## config.mk

```make
export PLATFORM = sky130hd
export DESIGN_NAME = mtr_time_ref
export DESIGN_NICKNAME = d
export VERILOG_FILES = /design/src/hdl/mtr_time_ref.v
export VERILOG_INCLUDE_DIRS = /design/src /design/src/hdl
export SDC_FILE = /design/constraint.sdc
export NUM_CORES = 1
export LEC_CHECK = 0
export ABC_AREA = 1
export BUFFER_PORTS_ARGS = -buffer_cell sky130_fd_sc_hd__buf_4
export CORE_ASPECT_RATIO = 1.1
export CORE_MARGIN = 4
export CORE_UTILIZATION = 45
export DETAILED_ROUTE_END_ITERATION = 8
export GPL_TIMING_DRIVEN = 1
export PLACE_DENSITY = 0.66
export SLEW_MARGIN = 20
export SYNTH_ARGS = -nofsm -noshare
export SYNTH_HDL_FRONTEND = slang
export SYNTH_SLANG_ARGS = --single-unit
```

## constraint.sdc

```tcl
create_clock -name clk -period 2.4 [get_ports clk]
set_input_delay 0 -clock clk [delete_from_list [all_inputs] [get_ports clk]]
set_output_delay 0 -clock clk [all_outputs]
set_load 0.1 [all_outputs]
```

## src/hdl/mtr_regs.vh

```
// Constants for the mission time reference block.
// Assumes a 100 MHz reference clock; every time but the clock period has its own unit and a derived cycle count.
`ifndef MTR_REGS_VH
`define MTR_REGS_VH

`define MTR_CLK_PERIOD_NS   10
`define MTR_MET_WIDTH       32
`define MTR_COARSE_WIDTH    16
`define MTR_FINE_WIDTH      6
`define MTR_PPS_PERIOD_MS   1000
`define MTR_PPS_CYCLES      ((`MTR_PPS_PERIOD_MS * 1000000) / `MTR_CLK_PERIOD_NS)
`define MTR_SHOT_PERIOD_US  100
`define MTR_SHOT_CYCLES     ((`MTR_SHOT_PERIOD_US * 1000) / `MTR_CLK_PERIOD_NS)
`define MTR_FRAME_PERIOD_MS 20
`define MTR_FRAME_CYCLES    ((`MTR_FRAME_PERIOD_MS * 1000000) / `MTR_CLK_PERIOD_NS)
`define MTR_IET_PERIOD_NS   40
`define MTR_IET_DIV         (`MTR_IET_PERIOD_NS / `MTR_CLK_PERIOD_NS)

`endif

```

## src/hdl/mtr_time_ref.v

```verilog
// Mission time reference: elapsed counters, one-second pulse, shot and frame ticks, event tags.
// Assumes clk is the 100 MHz reference oscillator; pin inputs are asynchronous to it.
//
// Summary of operation
// - A free-running 32-bit mission elapsed counter counts every enabled reference cycle and wraps.
// - Each external GPS second pulse captures the mission elapsed count into its own latch.
// - An internal second pulse is made from the reference clock and captures the count into a second latch.
// - The internal second pulse is driven out to the event-timer cards and the frame formatter.
// - The coarse ruler count advances once per reference cycle, so each count is 10 ns.
// - The coarse ruler count tags transmit pulses only; return pulses take their coarse tag from the band count.
// - The coarse ruler count opens and closes the range window; a separate bin counter times each histogram bin.
// - Coarse and fine counts are joined to tag shot and return events to about 156 ps.
// - The ruler clock is divided to 25 MHz to advance a private instrument elapsed counter.
// - The instrument elapsed count tags the internal second pulse and the first shot tick after it.
// - A 10 kHz shot-period tick zeroes the coarse start count, so start tags follow the last tick.
// - Return tags are measured from the start of their downlink band, not from the shot tick.
// - A 50 Hz frame tick latches new range-window values and is signalled to the processor.
`include "mtr_regs.vh"
`timescale 1ns/10ps
`default_nettype none

module mtr_time_ref #(
  parameter [31:0] PPS_CYCLES   = `MTR_PPS_CYCLES,
  parameter [31:0] SHOT_CYCLES  = `MTR_SHOT_CYCLES,
  parameter [31:0] FRAME_CYCLES = `MTR_FRAME_CYCLES
) (
  // Clock, reset, enable
  input  wire                          clk,
  input  wire                          rst_n,
  input  wire                          clkEn,
  // Asynchronous pins
  input  wire                          gpsPps,
  input  wire                          startPulse,
  input  wire                          returnPulse,
  input  wire                          bandStart,
  // Same-domain inputs from the fine interpolator and the processor
  input  wire [`MTR_FINE_WIDTH-1:0]    startFine,
  input  wire [`MTR_FINE_WIDTH-1:0]    returnFine,
  input  wire [`MTR_COARSE_WIDTH-1:0]  winOpenIn,
  input  wire [`MTR_COARSE_WIDTH-1:0]  winCloseIn,
  input  wire [`MTR_COARSE_WIDTH-1:0]  binLenIn,
  // Elapsed time outputs
  output reg  [`MTR_MET_WIDTH-1:0]     metCount_r,
  output reg  [`MTR_MET_WIDTH-1:0]     gpsLatch_r,
  output reg                           gpsLatchStb_r,
  output reg  [`MTR_MET_WIDTH-1:0]     ppsLatch_r,
  output reg                           intPps_r,
  output reg  [`MTR_MET_WIDTH-1:0]     ietCount_r,
  output reg  [`MTR_MET_WIDTH-1:0]     ietPpsTag_r,
  output reg  [`MTR_MET_WIDTH-1:0]     ietShotTag_r,
  output reg                           ietShotStb_r,
  // Shot and frame ticks and the coarse ruler count
  output reg                           shotTick_r,
  output reg                           frameTick_r,
  output reg  [`MTR_COARSE_WIDTH-1:0]  coarseCount_r,
  // Event tags
  output reg  [`MTR_COARSE_WIDTH+`MTR_FINE_WIDTH-1:0] startTag_r,
  output reg                           startStb_r,
  output reg  [`MTR_COARSE_WIDTH+`MTR_FINE_WIDTH-1:0] returnTag_r,
  output reg                           returnStb_r,
  // Range window and histogram
  output reg                           rangeWin_r,
  output reg                           binTick_r
);

  localparam CW = `MTR_COARSE_WIDTH;
  localparam FW = `MTR_FINE_WIDTH;
  // The divider limit is worked out 32 bits wide and cut to the two counter bits on purpose.
  localparam [31:0] IET_DIV_FULL = `MTR_IET_DIV - 1;
  localparam [1:0]  IET_DIV_LAST = IET_DIV_FULL[1:0];

  // Wrap test shared by the three period counters.
  function atLast;
    input [31:0] cnt;
    input [31:0] period;
    begin
      atLast = (cnt == period - 32'h0000_0001);
    end
  endfunction

  // Pin synchronisers: stage 1 feeds stage 2 only; stage 3 is for edge detection.
  reg  [3:0] sync1_r;
  reg  [3:0] sync2_r;
  reg  [3:0] sync3_r;
  wire [3:0] pinRise = sync2_r & ~sync3_r;
  wire gpsRise    = pinRise[0];
  wire startRise  = pinRise[1];
  wire returnRise = pinRise[2];
  wire bandRise   = pinRise[3];

  always @(posedge clk) begin
    if (!rst_n) begin
      sync1_r <= 4'h0;
      sync2_r <= 4'h0;
      sync3_r <= 4'h0;
    end else if (clkEn) begin
      // A pin that moves while clkEn is low is only seen once the enable returns.
      sync1_r <= {bandStart, returnPulse, startPulse, gpsPps};
      sync2_r <= sync1_r;
      sync3_r <= sync2_r;
    end
  end

  // Period counters.
  // Periods are parameters so a bench can shorten them; the defaults give the real rates.
  reg  [31:0]   ppsCnt_r;
  reg  [31:0]   shotCnt_r;
  reg  [31:0]   frameCnt_r;
  reg  [1:0]    ietDiv_r;
  reg  [CW-1:0] bandCount_r;
  reg  [CW-1:0] winOpen_r;
  reg  [CW-1:0] winClose_r;
  reg  [CW-1:0] binLen_r;
  reg  [CW-1:0] binCnt_r;
  reg           awaitShot_r;

  // Each period counter wraps at N-1, so its tick lands on enabled edge N after reset.
  wire ppsWrap   = atLast(ppsCnt_r, PPS_CYCLES);
  wire shotWrap  = atLast(shotCnt_r, SHOT_CYCLES);
  wire frameWrap = atLast(frameCnt_r, FRAME_CYCLES);
  wire ietStep   = (ietDiv_r == IET_DIV_LAST);
  wire winNxt    = (coarseCount_r >= winOpen_r) && (coarseCount_r < winClose_r);

  always @(posedge clk) begin
    if (!rst_n) begin
      // Every register clears here; pins may move as soon as reset lets go.
      metCount_r    <= 32'h0000_0000;
      gpsLatch_r    <= 32'h0000_0000;
      gpsLatchStb_r <= 1'b0;
      ppsLatch_r    <= 32'h0000_0000;
      intPps_r      <= 1'b0;
      ppsCnt_r      <= 32'h0000_0000;
      shotCnt_r     <= 32'h0000_0000;
      frameCnt_r    <= 32'h0000_0000;
      ietDiv_r      <= 2'h0;
      ietCount_r    <= 32'h0000_0000;
      ietPpsTag_r   <= 32'h0000_0000;
      ietShotTag_r  <= 32'h0000_0000;
      ietShotStb_r  <= 1'b0;
      awaitShot_r   <= 1'b0;
      shotTick_r    <= 1'b0;
      frameTick_r   <= 1'b0;
      coarseCount_r <= {CW{1'b0}};
      bandCount_r   <= {CW{1'b0}};
      startTag_r    <= {(CW+FW){1'b0}};
      startStb_r    <= 1'b0;
      returnTag_r   <= {(CW+FW){1'b0}};
      returnStb_r   <= 1'b0;
      winOpen_r     <= {CW{1'b0}};
      winClose_r    <= {CW{1'b0}};
      binLen_r      <= {CW{1'b0}};
      binCnt_r      <= {CW{1'b0}};
      rangeWin_r    <= 1'b0;
      binTick_r     <= 1'b0;
    end else if (clkEn) begin
      // The mission count is left to wrap; software has to extend it beyond 32 bits.
      metCount_r <= metCount_r + 32'h0000_0001;
      gpsLatchStb_r <= gpsRise;
      if (gpsRise) begin
        gpsLatch_r <= metCount_r;
      end
      // The second is counted in enabled cycles, so holding clkEn low stretches it.
      ppsCnt_r <= ppsWrap ? 32'h0000_0000 : ppsCnt_r + 32'h0000_0001;
      intPps_r <= ppsWrap;
      if (ppsWrap) begin
        ppsLatch_r <= metCount_r;
      end
      // The 25 MHz count is kept as an enable on the reference clock, not a derived clock.
      ietDiv_r <= ietStep ? 2'h0 : ietDiv_r + 2'h1;
      if (ietStep) begin
        ietCount_r <= ietCount_r + 32'h0000_0001;
      end
      if (ppsWrap) begin
        ietPpsTag_r <= ietCount_r;
      end
      // The shot tag fires once per internal second and then waits for the next second.
      // A second pulse in the same cycle as a shot tick rearms for the next tick.
      ietShotStb_r <= awaitShot_r && shotWrap && !ppsWrap;
      if (awaitShot_r && shotWrap && !ppsWrap) begin
        ietShotTag_r <= ietCount_r;
      end
      awaitShot_r <= ppsWrap | (awaitShot_r & ~shotWrap);
      shotCnt_r  <= shotWrap ? 32'h0000_0000 : shotCnt_r + 32'h0000_0001;
      shotTick_r <= shotWrap;
      frameCnt_r  <= frameWrap ? 32'h0000_0000 : frameCnt_r + 32'h0000_0001;
      frameTick_r <= frameWrap;
      // Window values are taken only on the frame tick, so a window never changes mid-frame.
      if (frameWrap) begin
        winOpen_r  <= winOpenIn;
        winClose_r <= winCloseIn;
        binLen_r   <= binLenIn;
      end
      // A start edge reads the count from before its register edge, so an edge that meets
      // the shot tick is tagged with the last count of the old period.
      coarseCount_r <= shotWrap ? {CW{1'b0}} : coarseCount_r + {{(CW-1){1'b0}}, 1'b1};
      // Return tags run from their own band counter; the shot tick never touches it.
      bandCount_r <= bandRise ? {CW{1'b0}} : bandCount_r + {{(CW-1){1'b0}}, 1'b1};
      // Fine counts travel in the low bits of each tag.
      startStb_r <= startRise;
      if (startRise) begin
        startTag_r <= {coarseCount_r, startFine};
      end
      returnStb_r <= returnRise;
      if (returnRise) begin
        returnTag_r <= {bandCount_r, returnFine};
      end
      // The window compare is registered, so the window output trails the count by a cycle.
      rangeWin_r <= winNxt;
      // A zero bin length yields no bin ticks rather than a tick every cycle.
      if (!winNxt || binCnt_r == binLen_r - {{(CW-1){1'b0}}, 1'b1}) begin
        binCnt_r <= {CW{1'b0}};
      end else begin
        binCnt_r <= binCnt_r + {{(CW-1){1'b0}}, 1'b1};
      end
      // Only full bins tick; a bin cut short by the window close gives no tick.
      binTick_r <= winNxt && (binLen_r != {CW{1'b0}}) &&
                   (binCnt_r == binLen_r - {{(CW-1){1'b0}}, 1'b1});
    end
  end

endmodule // mtr_time_ref

`default_nettype wire

```

==> results of run 1 <==
sequential cells by signal, indices dropped and copies added (netlist names), 22 cells and up:
signal        flops
frameCnt_r       32
gpsLatch_r       32
ietCount_r       32
ietPpsTag_r      32
ietShotTag_r     32
metCount_r       32
ppsCnt_r         32
ppsLatch_r       32
returnTag_r      22
shotCnt_r        32
startTag_r       22
path summary, 6_finish.rpt:
path / start / slack, ns / to
hold / removal: binLenIn[15] / 0.18 / binLen_r[15]
hold reg to reg: ietPpsTag_r[31] / 0.44 / ietPpsTag_r[31]
setup reg to reg: ppsCnt_r[0] / 0.21 / ppsCnt_r[24]
setup / recovery: clkEn / 0.16 / returnTag_r[3]
metrics by stage:
step                power (W)  worst slack [ns]   util  std cells  instance area (sq um)
floorplan             0.00868           0.00546      -       2877                  20400
global placement      0.00903             0.190  0.528       3731                  23500
detailed placement    0.00904             0.115  0.528       3731                  23500
CTS                    0.0163            0.0388  0.579       3896                  25800
global route           0.0167           0.00311  0.581       3900                  25900
finish                 0.0162             0.164  0.581       3900                  25900
layout by cell type (no fill, tap or decap), types with 11 or more instances in the layout:
master         netlist  final
o21ai_0            176    176
nor4_1              35     35
xor2_1              36     36
clkbuf_16            0     48
nand2_1            638    635
nand3_1            113    113
dfxtp_1            452    433
inv_1              319    317
clkinv_2             0     11
nor2_1             467    461
nor3_1             114    114
nor2_2              17     21
clkbuf_1            63     12
a211oi_1            48     48
dfxtp_2              0     19
nand4_1             51     51
ha_1                41     40
o21a_1              14     14
xnor2_1             16     16
buf_4                0    370
dlygate4sd3_1        0     79
a21oi_1            165    165
final cells by class:
class	count	area, sq um	area share
clock buffer	69	1370	0.0529
tap	581	727	0.0281
inverter	325	1230	0.0474
clock inverter	17	135	0.00522
multi-input combinational	2001	9680	0.374
timing repair buffer	455	3680	0.142
sequential	452	9070	0.350
what timing repair did:
| action | CTS | global route |
|---|---|---|
| setup buffers | 0 | 3 |
| hold buffers | 79 | 0 |
| setup endpoints to repair | 0 | 35 |
| gates resized for setup | 0 | 11 |
| hold endpoints to repair | 111 | 0 |
synthesized netlist by cell type, types with 8 or more instances:
cell type  count  area share
nand2_1      638        0.12
nor2_1       467       0.086
dfxtp_1      452        0.45
inv_1        319       0.059
o21ai_0      176       0.043
a21oi_1      165       0.041
nor3_1       114       0.028
nand3_1      113       0.028
clkbuf_1      63       0.012
nand4_1       51       0.016
a211oi_1      48       0.018
ha_1          41       0.025
xor2_1        36       0.016
nor4_1        35       0.011
buf_2         23      0.0057
nor2_2        17      0.0052
xnor2_1       16      0.0069
o21a_1        14      0.0052
buf_1         10      0.0018
a31oi_1        9      0.0028
nor3b_1        9      0.0033
and3_1         8      0.0025
cells by family (layout without fill, tap and decap cells):
family | count (synthesis) | after routing | share of synthesized area
xor+xnor | 52 | 52 | 0.0224
compound gates | 423 | 423 | 0.114
buf+inv | 425 | 866 | 0.0811
fa+ha+maj | 41 | 41 | 0.0252
simple gates | 1484 | 1485 | 0.313
flops | 452 | 452 | 0.445
report_power, final:
part | internal, W | leakage, nW | switching (W)
combinational | 0.000368 | 7.09 | 0.000941
sequential | 0.00761 | 3.66 | 0.0000796
clock | 0.00408 | 0.748 | 0.00308
total | 0.0121 | 11.5 | 0.00410
critical path, stage by stage:
cell           delay [ns]
dlygate4sd3_1        0.55
buf_4                0.28
buf_6                0.26
nand2_1              0.09
nor2_1               0.10
buf_4                0.31
clkinvlp_4           0.29
nor2_1               0.19
nor2_1               0.06
dlygate4sd3_1        0.55
routing by layer:
metal,part of all wire,global-route usage,vias up
met5,0.00022,0,-
met4,0.026,0.0693,2
met3,0.055,0.0370,97
met2,0.48,0.420,581
met1,0.44,0.302,9137
li1,-,-,10100
==> impl_results.md, run 1 <==
- Final Cycle Share: 0.932
- Rel. slew slack: 0.485
- Clk_lat worst skew: just under 0.6 ns
- Ant diodes: 0
- Worst Hold Depth: 4
- Post-Syn Nets: around 3,000
- Ys flop type: dfxtp_1
- Layout cell share with drive strength beyond 1: 0.161
- Post-synthesis cell count: ~2,900
- First-pass GRT wire length: a little under 100,000 microns
- EDFF count, synth: 0
- Crit Path Max Fanout: 35
- Required @ worst endpoint: 2.87 ns
- Vias in the first global route: 19,300
- HPWL after DPL: 43,100 microns
- Initial DRC Count: 1,179
- Clk sinks: 452
- DIE WIDTH: 211 microns
- Gr usage total: 0.238
- Routed length per instance: 15.4 microns
- CP arrival: 2.71 ns
- FMAX: approximately 450 MHz
- Hold violation count in the final report: 0
- Ys async rst share: 0
- Clk buf depth: 3
- Yosys cell types: 42
- Routability Congestion: 0.911
- Worst-margin pin slew: 0.771 ns
- Fin crit period: 2.24 ns
- # setup viols final: 0
- R2r worst-path depth: 12
- Hold Path Class: in2reg
- Pin count of the biggest net entering global routing: 114
- CTS H-tree lvls: 2
- Endpoint class of the critical path: flip-flop
- Die height: 231 microns
- Final ANT Viol Nets: 0
- Critical Path Start Type: primary input
- DRC Markers: 0
- Clock transition at the registers of the reported paths: 0.06 ns
- Layout area overhead: 27.4%
- Cell area power density: 624 nW/um^2
- CORE AREA: 44,600 sq um
- Fin nets: approximately 3,400
- Max-slew violations: 0
- CTS Buf Count: 48
- Seq cells post-synth: roughly 450
- Leak: 11.5 nW
- Initial core utilization: 0.456
- Initial antenna violation count: 1
- I/O Pins: 328
- Sequential share of the synthesized area: 0.445
- DR vias: 19,900
- Setup TNS: 0 ns
- WL final: 60,200 microns
- Filler Cells Inserted: 4,196
- Cell Area, Synth: roughly 20,000 sq um
- CTS tree: built
- Site Rows: 81
- Worst Skew: between 0.015 and 0.02 ns
- DR pass1 iterations: 6
- IO buf count: between 300 and 400
- Critical path class: in2reg
- RSZ-0062 raised after global routing: false
- GRT overflow: 0
- Yosys Warn Count: 0
- Vias per cell: 5.11
- Max-Cap Viols: 0
- Die Area: 48,600 sq um
- CTS root buf: clkbuf_16
- Worst vdd ir: 0.000457 V
- Worst hold slack: 0.185 ns
- Average size of a mapped cell: about 7 sq um
- Status: finished, final reports clean
Note: power is estimated with default switching activity, not from simulation.
==> run 2: changes to the inputs <==
--- a/config.mk
+++ b/config.mk
@@ -14,6 +14,7 @@
 export DETAILED_ROUTE_END_ITERATION = 8
 export GPL_TIMING_DRIVEN = 1
 export PLACE_DENSITY = 0.66
+export SETUP_SLACK_MARGIN = 0.2
 export SLEW_MARGIN = 20
 export SYNTH_ARGS = -nofsm -noshare
 export SYNTH_HDL_FRONTEND = slang
==> impl_results.md, run 2 (same netlist as run 1, synthesis figures left out) <==
- Total Power: 0.0162 W (about the same)
- Cell Area, Placed: 23,500 sq um (about the same)
- Worst Skew: 0.0154 ns (was 0.0163 ns)
- Worst-margin pin slew: 0.791 ns (was 0.771 ns)
- DR pass1 iterations: 6 (unchanged)
- Die Area: 48,600 sq um (unchanged)
- Site Rows: 81 (unchanged)
- WL final: 61,400 microns (was 60,200 microns)
- Max-Cap Viols: 0 (unchanged)
- Reg-to-Reg Start: frameCnt_r[1] (was ppsCnt_r[0])
- Initial DRC Count: 1,342 (was 1,179)
- Gr usage total: 0.239 (was 0.238)
- CP arrival: 2.56 ns (was 2.71 ns)
- Required @ worst endpoint: 2.86 ns (was 2.87 ns)
- # setup viols final: 0 (unchanged)
- FMAX: 478 MHz (was 447 MHz)
- Critical path class: reg2reg (was in2reg)
- Vias in the first global route: 19,000 (was 19,300)
- Hold_sp: binLenIn[15] (unchanged)
- Fin nets: 3,380 (was 3,391)
- DIE WIDTH: 211 microns (unchanged)
- Most common cell after layout, fill and taps aside: nand2_1 (unchanged)
- Max-slew violations: 0 (unchanged)
- Worst vdd ir: 0.000525 V (was 0.000457 V)
- Fin crit period: 2.09 ns (was 2.24 ns)
- Initial antenna violation count: 0 (was 1)
- Die height: 231 microns (unchanged)
- Status: finished, final reports clean (unchanged)
- Routed length per instance: 15.8 microns (was 15.4 microns)
- GRT overflow: 0 (unchanged)
- Ant diodes: 0 (unchanged)
- Met2 usage: 0.406 (was 0.420)
- Endpoint class of the critical path: flip-flop (unchanged)
- Rel. slew slack: 0.472 (was 0.485)
- CTS root buf: clkbuf_16 (unchanged)
- HPWL after DPL: 43,900 microns (was 43,100 microns)
- Layout cell share with drive strength beyond 1: 0.186 (was 0.161)
- Hold Path Class: in2reg (unchanged)
- CTS H-tree lvls: 2 (unchanged)
- CORE AREA: 44,600 sq um (unchanged)
- Clock transition at the registers of the reported paths: 0.06 ns (about the same)
- Crit Path Max Fanout: 4 (was 35)
- RSZ-0062 raised after global routing: true (was false)
- Final instance area: 26,100 sq um (was 25,900 sq um)
- IO buf count: 327 (unchanged)
- Hold violation count in the final report: 0 (unchanged)
- Crit. Startpoint: frameCnt_r[1] (was clkEn)
- I/O Pins: 328 (unchanged)
- Met1 usage: 0.309 (was 0.302)
- Critical Path Start Type: flip-flop (was primary input)
- Cell area power density: 621 nW/um^2 (was 624 nW/um^2)
- Commonest non-fill, non-tap cells in the layout: nand2_1 (629), nor2_1 (444), dfxtp_1 (385) (was nand2_1 (635), nor2_1 (461), dfxtp_1 (433))
- Routability Congestion: 0.948 (was 0.911)
- Initial core utilization: 0.456 (unchanged)
- First-pass GRT wire length: 97,400 microns (about the same)
- Setup TNS: 0 ns (unchanged)
- Leak: 11.5 nW (about the same)
- Clk buf depth: 3 (unchanged)
- Final ANT Viol Nets: 0 (unchanged)
- Final Cycle Share: 0.872 (was 0.932)
- CTS tree: built (unchanged)
- Most used routing layer: met2 (unchanged)
- Pin count of the biggest net entering global routing: 90 (was 114)
- CTS Buf Count: 48 (unchanged)
- Worst Hold Depth: 4 (unchanged)
- Filler Cells Inserted: 4,134 (was 4,196)
- Vias per cell: 5.18 (was 5.11)
- Clk_lat worst skew: 0.58 ns (was 0.59 ns)
- Clk sinks: 452 (unchanged)
- DRC Markers: 0 (unchanged)
- DR vias: 20,100 (was 19,900)
- R2r worst-path depth: 14 (was 12)
- Grt met3 use: 0.0451 (was 0.0370)
- Layout area overhead: 28.3% (was 27.4%)
## run 2: cell count changes in the layout (fill, tap and decap cells not counted), moves of 6 or more
cell	previous run	this run
dlygate4sd3_1	79	66
nor2_1	461	444
nor2_2	21	30
nand2_1	635	629
nor2_4	6	14
dfxtp_1	433	385
dfxtp_2	19	66
## run 2: metrics by stage
| stage | utilization | cells | worst slack, ns | hold WS (ns) |
|---|---|---|---|---|
| 2_1_floorplan | - | 2877 | 0.217 | 0.113 |
| 3_3_place_gp | 0.528 | 3726 | 0.174 | 0.220 |
| 6_report | 0.585 | 3887 | 0.306 | 0.183 |
| 5_1_grt | 0.585 | 3887 | 0.119 | 0.177 |
| 4_1_cts | 0.577 | 3876 | 0.213 | 0.126 |
| 3_5_place_dp | 0.528 | 3726 | 0.103 | 0.213 |
## run 2: path summary, 6_finish.rpt
kind,end,slack [ns]
worst max-delay path,frameCnt_r[24],0.31
worst min-delay path,binLen_r[15],0.18
worst max register to register,frameCnt_r[24],0.31
worst min register to register,ppsLatch_r[24],0.45
## run 2: timing repair
action / CTS / global route
setup buffers: 0 / 9
hold buffers: 66 / 0
resized for setup: 3 / 78
pin swaps: 0 / 18
endpoints found under the hold margin: 97 / 0
cloned: 0 / 2
endpoints found under the setup margin: 47 / 176
## run 2: area by class of cell
cell class	count	area, sq um	share of cell area
multi-input cells	2001	9910	0.380
flip-flops and latches	452	9140	0.350
repair buffers	444	3580	0.137
clock buffers	72	1380	0.0530
inverters	325	1220	0.0470
well taps	581	727	0.0279
clock inverters	12	120	0.00461
## run 2: routing by layer
| layer | up-vias | routed length (microns) |
|---|---|---|
| met5 | - | 0 |
| met4 | 0 | 1760 |
| met3 | 113 | 4040 |
| met2 | 629 | 29000 |
| met1 | 9295 | 26600 |
| li1 | 10100 | - |
## run 2: critical path, stage by stage, from the launching register on
cell and delay, ns:
dfxtp_1 0.36, ha_1 0.18, nand2_1 0.07, inv_2 0.09, nand2_1 0.10, nor2_2 0.13, nand2_1 0.11, nor2_2 0.15
nand3_2 0.13, nor2_4 0.16, nand2_2 0.10, nor2_2 0.13, nand2_1 0.08, o21ai_1 0.13, nor2_1 0.06
## run 2: where the power goes
group          switching, W  leakage (nW)  internal [W]  total, W
clock network       0.00301         0.738       0.00418   0.00719
logic              0.000947          7.09      0.000361   0.00131
registers         0.0000818          3.69       0.00761   0.00769
==> run 3: changes to the inputs <==
--- a/config.mk
+++ b/config.mk
@@ -14,6 +14,7 @@
 export DETAILED_ROUTE_END_ITERATION = 8
 export GPL_TIMING_DRIVEN = 1
 export PLACE_DENSITY = 0.66
+export RECOVER_POWER = 100
 export SETUP_SLACK_MARGIN = 0.2
 export SLEW_MARGIN = 20
 export SYNTH_ARGS = -nofsm -noshare
==> impl_results.md, run 3 (same netlist as run 1, synthesis figures left out) <==
- Status: finished, final reports clean (unchanged)
- I/O Pins: 328 (unchanged)
- CTS tree: built (unchanged)
- Leak: 10.4 nW (was 11.5 nW)
- Clk_lat worst skew: 0.58 ns (about the same)
- Cell area power density: 646 nW/um^2 (was 621 nW/um^2)
- Initial DRC Count: 1,490 (was 1,342)
- Site Rows: 81 (unchanged)
- Hold Path Class: in2reg (unchanged)
- Worst vdd ir: 0.000519 V (was 0.000525 V)
- Largest stage delay, worst path: 0.39 ns (was 0.36 ns)
- Layout cell share with drive strength beyond 1: 0.0992 (was 0.186)
- # setup viols final: 0 (unchanged)
- Die height: 231 microns (unchanged)
- Crit. Startpoint: ppsCnt_r[18] (was frameCnt_r[1])
- Filler Cells Inserted: 4,429 (was 4,134)
- Layout area overhead: 22.7% (was 28.3%)
- Fin crit period: 2.19 ns (was 2.09 ns)
- Routed length per instance: 15.8 microns (about the same)
- Initial antenna violation count: 0 (unchanged)
- WP buf/inv: 2 (was 1)
- Vias in the first global route: 19,000 (unchanged)
- Critical Path Start Type: flip-flop (unchanged)
- Commonest non-fill, non-tap cells in the layout: nand2_1 (633), nor2_1 (453), dfxtp_1 (386) (was nand2_1 (629), nor2_1 (444), dfxtp_1 (385))
- Worst hold slack: 0.182 ns (was 0.183 ns)
- Clk sinks: 452 (unchanged)
- Reg-to-Reg Start: ppsCnt_r[18] (was frameCnt_r[1])
- RSZ-0062 raised after global routing: true (unchanged)
- Required @ worst endpoint: 2.86 ns (about the same)
- Critical path class: reg2reg (unchanged)
- First-pass GRT wire length: 97,400 microns (unchanged)
- Worst Skew: 0.0157 ns (was 0.0154 ns)
- R2r worst-path depth: 10 (was 14)
- Vias per cell: 5.19 (was 5.18)
- Max-slew violations: 0 (unchanged)
- WL final: 61,400 microns (about the same)
- CP max stage cell: dfxtp_2 (was dfxtp_1)
- Setup crit end: ietShotTag_r[29] (was frameCnt_r[24])
- IO buf count: 327 (unchanged)
- DIE WIDTH: 211 microns (unchanged)
- GRT overflow: 0 (unchanged)
- Top cell by count, worst path: nand2_1 (unchanged)
- Final ANT Viol Nets: 0 (unchanged)
- Pin count of the biggest net entering global routing: 90 (unchanged)
- Worst slack, placed: 0.103 ns (unchanged)
- Fin nets: 3,380 (unchanged)
- Die Area: 48,600 sq um (unchanged)
- CP arrival: 2.65 ns (was 2.56 ns)
- Clk buf depth: 3 (unchanged)
- Rel. slew slack: 0.0523 (was 0.472)
- Most common cell after layout, fill and taps aside: nand2_1 (unchanged)
- Critical Path, Cell by Cell: inv_1 -> nor4_2 -> nand2_1 -> nor4_1 -> nand3_1 -> nand2_2 -> buf_6 -> nand2_1 -> nand2_1 -> nor2_1 (was ha_1 -> nand2_1 -> inv_2 -> nand2_1 -> nor2_2 -> nand2_1 -> nor2_2 -> nand3_2 -> nor2_4 -> nand2_2 -> nor2_2 -> nand2_1 -> o21ai_1 -> nor2_1)
- FMAX: 458 MHz (was 478 MHz)
- Clock transition at the registers of the reported paths: 0.06 ns (about the same)
- Crit Path Max Fanout: 65 (was 4)
- Max-Cap Viols: 0 (unchanged)
- Crit path depth: 10 (was 14)
- Routability Congestion: 0.948 (unchanged)
- Hold violation count in the final report: 0 (unchanged)
- CTS H-tree lvls: 2 (unchanged)
- Reg2Reg Setup Slack: 0.21 ns (was 0.31 ns)
- CTS root buf: clkbuf_16 (unchanged)
- HPWL after DPL: 43,900 microns (unchanged)
- Endpoint class of the critical path: flip-flop (unchanged)
- CORE AREA: 44,600 sq um (unchanged)
- Cell family with most CP delay: simple AND/OR/NAND/NOR gates (unchanged)
- Initial core utilization: 0.456 (unchanged)
- Worst r2r dst: ietShotTag_r[29] (was frameCnt_r[24])
- Setup TNS: 0 ns (unchanged)
- DR pass1 iterations: 5 (was 6)
- Final Cycle Share: 0.911 (was 0.872)
- Total Power: 0.0161 W (was 0.0162 W)
- Min setup slack post-route: 0.214 ns (was 0.306 ns)
- CTS Buf Count: 48 (unchanged)
- Gr usage total: 0.239 (unchanged)
- Worst-margin pin slew: 1.42 ns (was 0.791 ns)
- Ant diodes: 0 (unchanged)
- DRC Markers: 0 (unchanged)
- DR vias: 20,200 (was 20,100)
-- run 3: worst min-delay path, cell delays in order --
cell and delay, ns:
dlygate4sd3_1 0.53, buf_4 0.10, nand2_1 0.05, o21ai_0 0.06
-- run 3: where the power goes --
| group | total, W | internal, W | switching [W] |
|---|---|---|---|
| sequential | 0.00769 | 0.00761 | 0.0000795 |
| clock | 0.00719 | 0.00418 | 0.00301 |
| combinational | 0.00124 | 0.000292 | 0.000945 |
| total | 0.0161 | 0.0121 | 0.00403 |
-- run 3: per-layer routing --
layer | global-route usage | wire [microns]
met1 | 0.309 | 26800
met5 | 0 | 0
met3 | 0.0451 | 3980
met4 | 0.0752 | 1860
met2 | 0.406 | 28800
-- run 3: repair_timing --
| action | in CTS | in global routing |
|---|---|---|
| buffers inserted | 0 | 9 |
| resized for setup | 3 | 78 |
| endpoints found under the hold margin | 97 | 0 |
| hold buffers | 66 | 0 |
| gates cloned | 0 | 2 |
| pin swaps | 0 | 18 |
| setup endpoints to repair | 47 | 176 |
-- run 3: area by class of cell --
class	count	area, sq um	area share
multi-input cells	2001	9820	0.394
repair buffers	444	2540	0.102
well taps	581	727	0.0291
flip-flops and latches	452	9130	0.366
clock inverters	12	120	0.00481
clock buffers	72	1380	0.0554
inverters	325	1220	0.0490
-- run 3: metrics by stage --
step	cells	utilization	instance area, sq um
6_report	3887	0.559	24900
5_1_grt	3887	0.559	24900
4_1_cts	3876	0.577	25700
3_5_place_dp	3726	0.528	23500
3_3_place_gp	3726	0.528	23500
2_1_floorplan	2877	-	20400
-- run 3: worst min path at each step --
stage | from | end | slack (ns) | cells past startpoint
5_1_grt | startFine[1] | startTag_r[1] | 0.18 | 4
2_1_floorplan | binLenIn[15] | binLen_r[15] | 0.11 | 2
3_3_place_gp | binLenIn[15] | binLen_r[15] | 0.22 | 3
3_5_place_dp | binLenIn[15] | binLen_r[15] | 0.21 | 3
6_report | binLenIn[15] | binLen_r[15] | 0.18 | 4
4_1_cts | binLenIn[15] | binLen_r[15] | 0.13 | 4
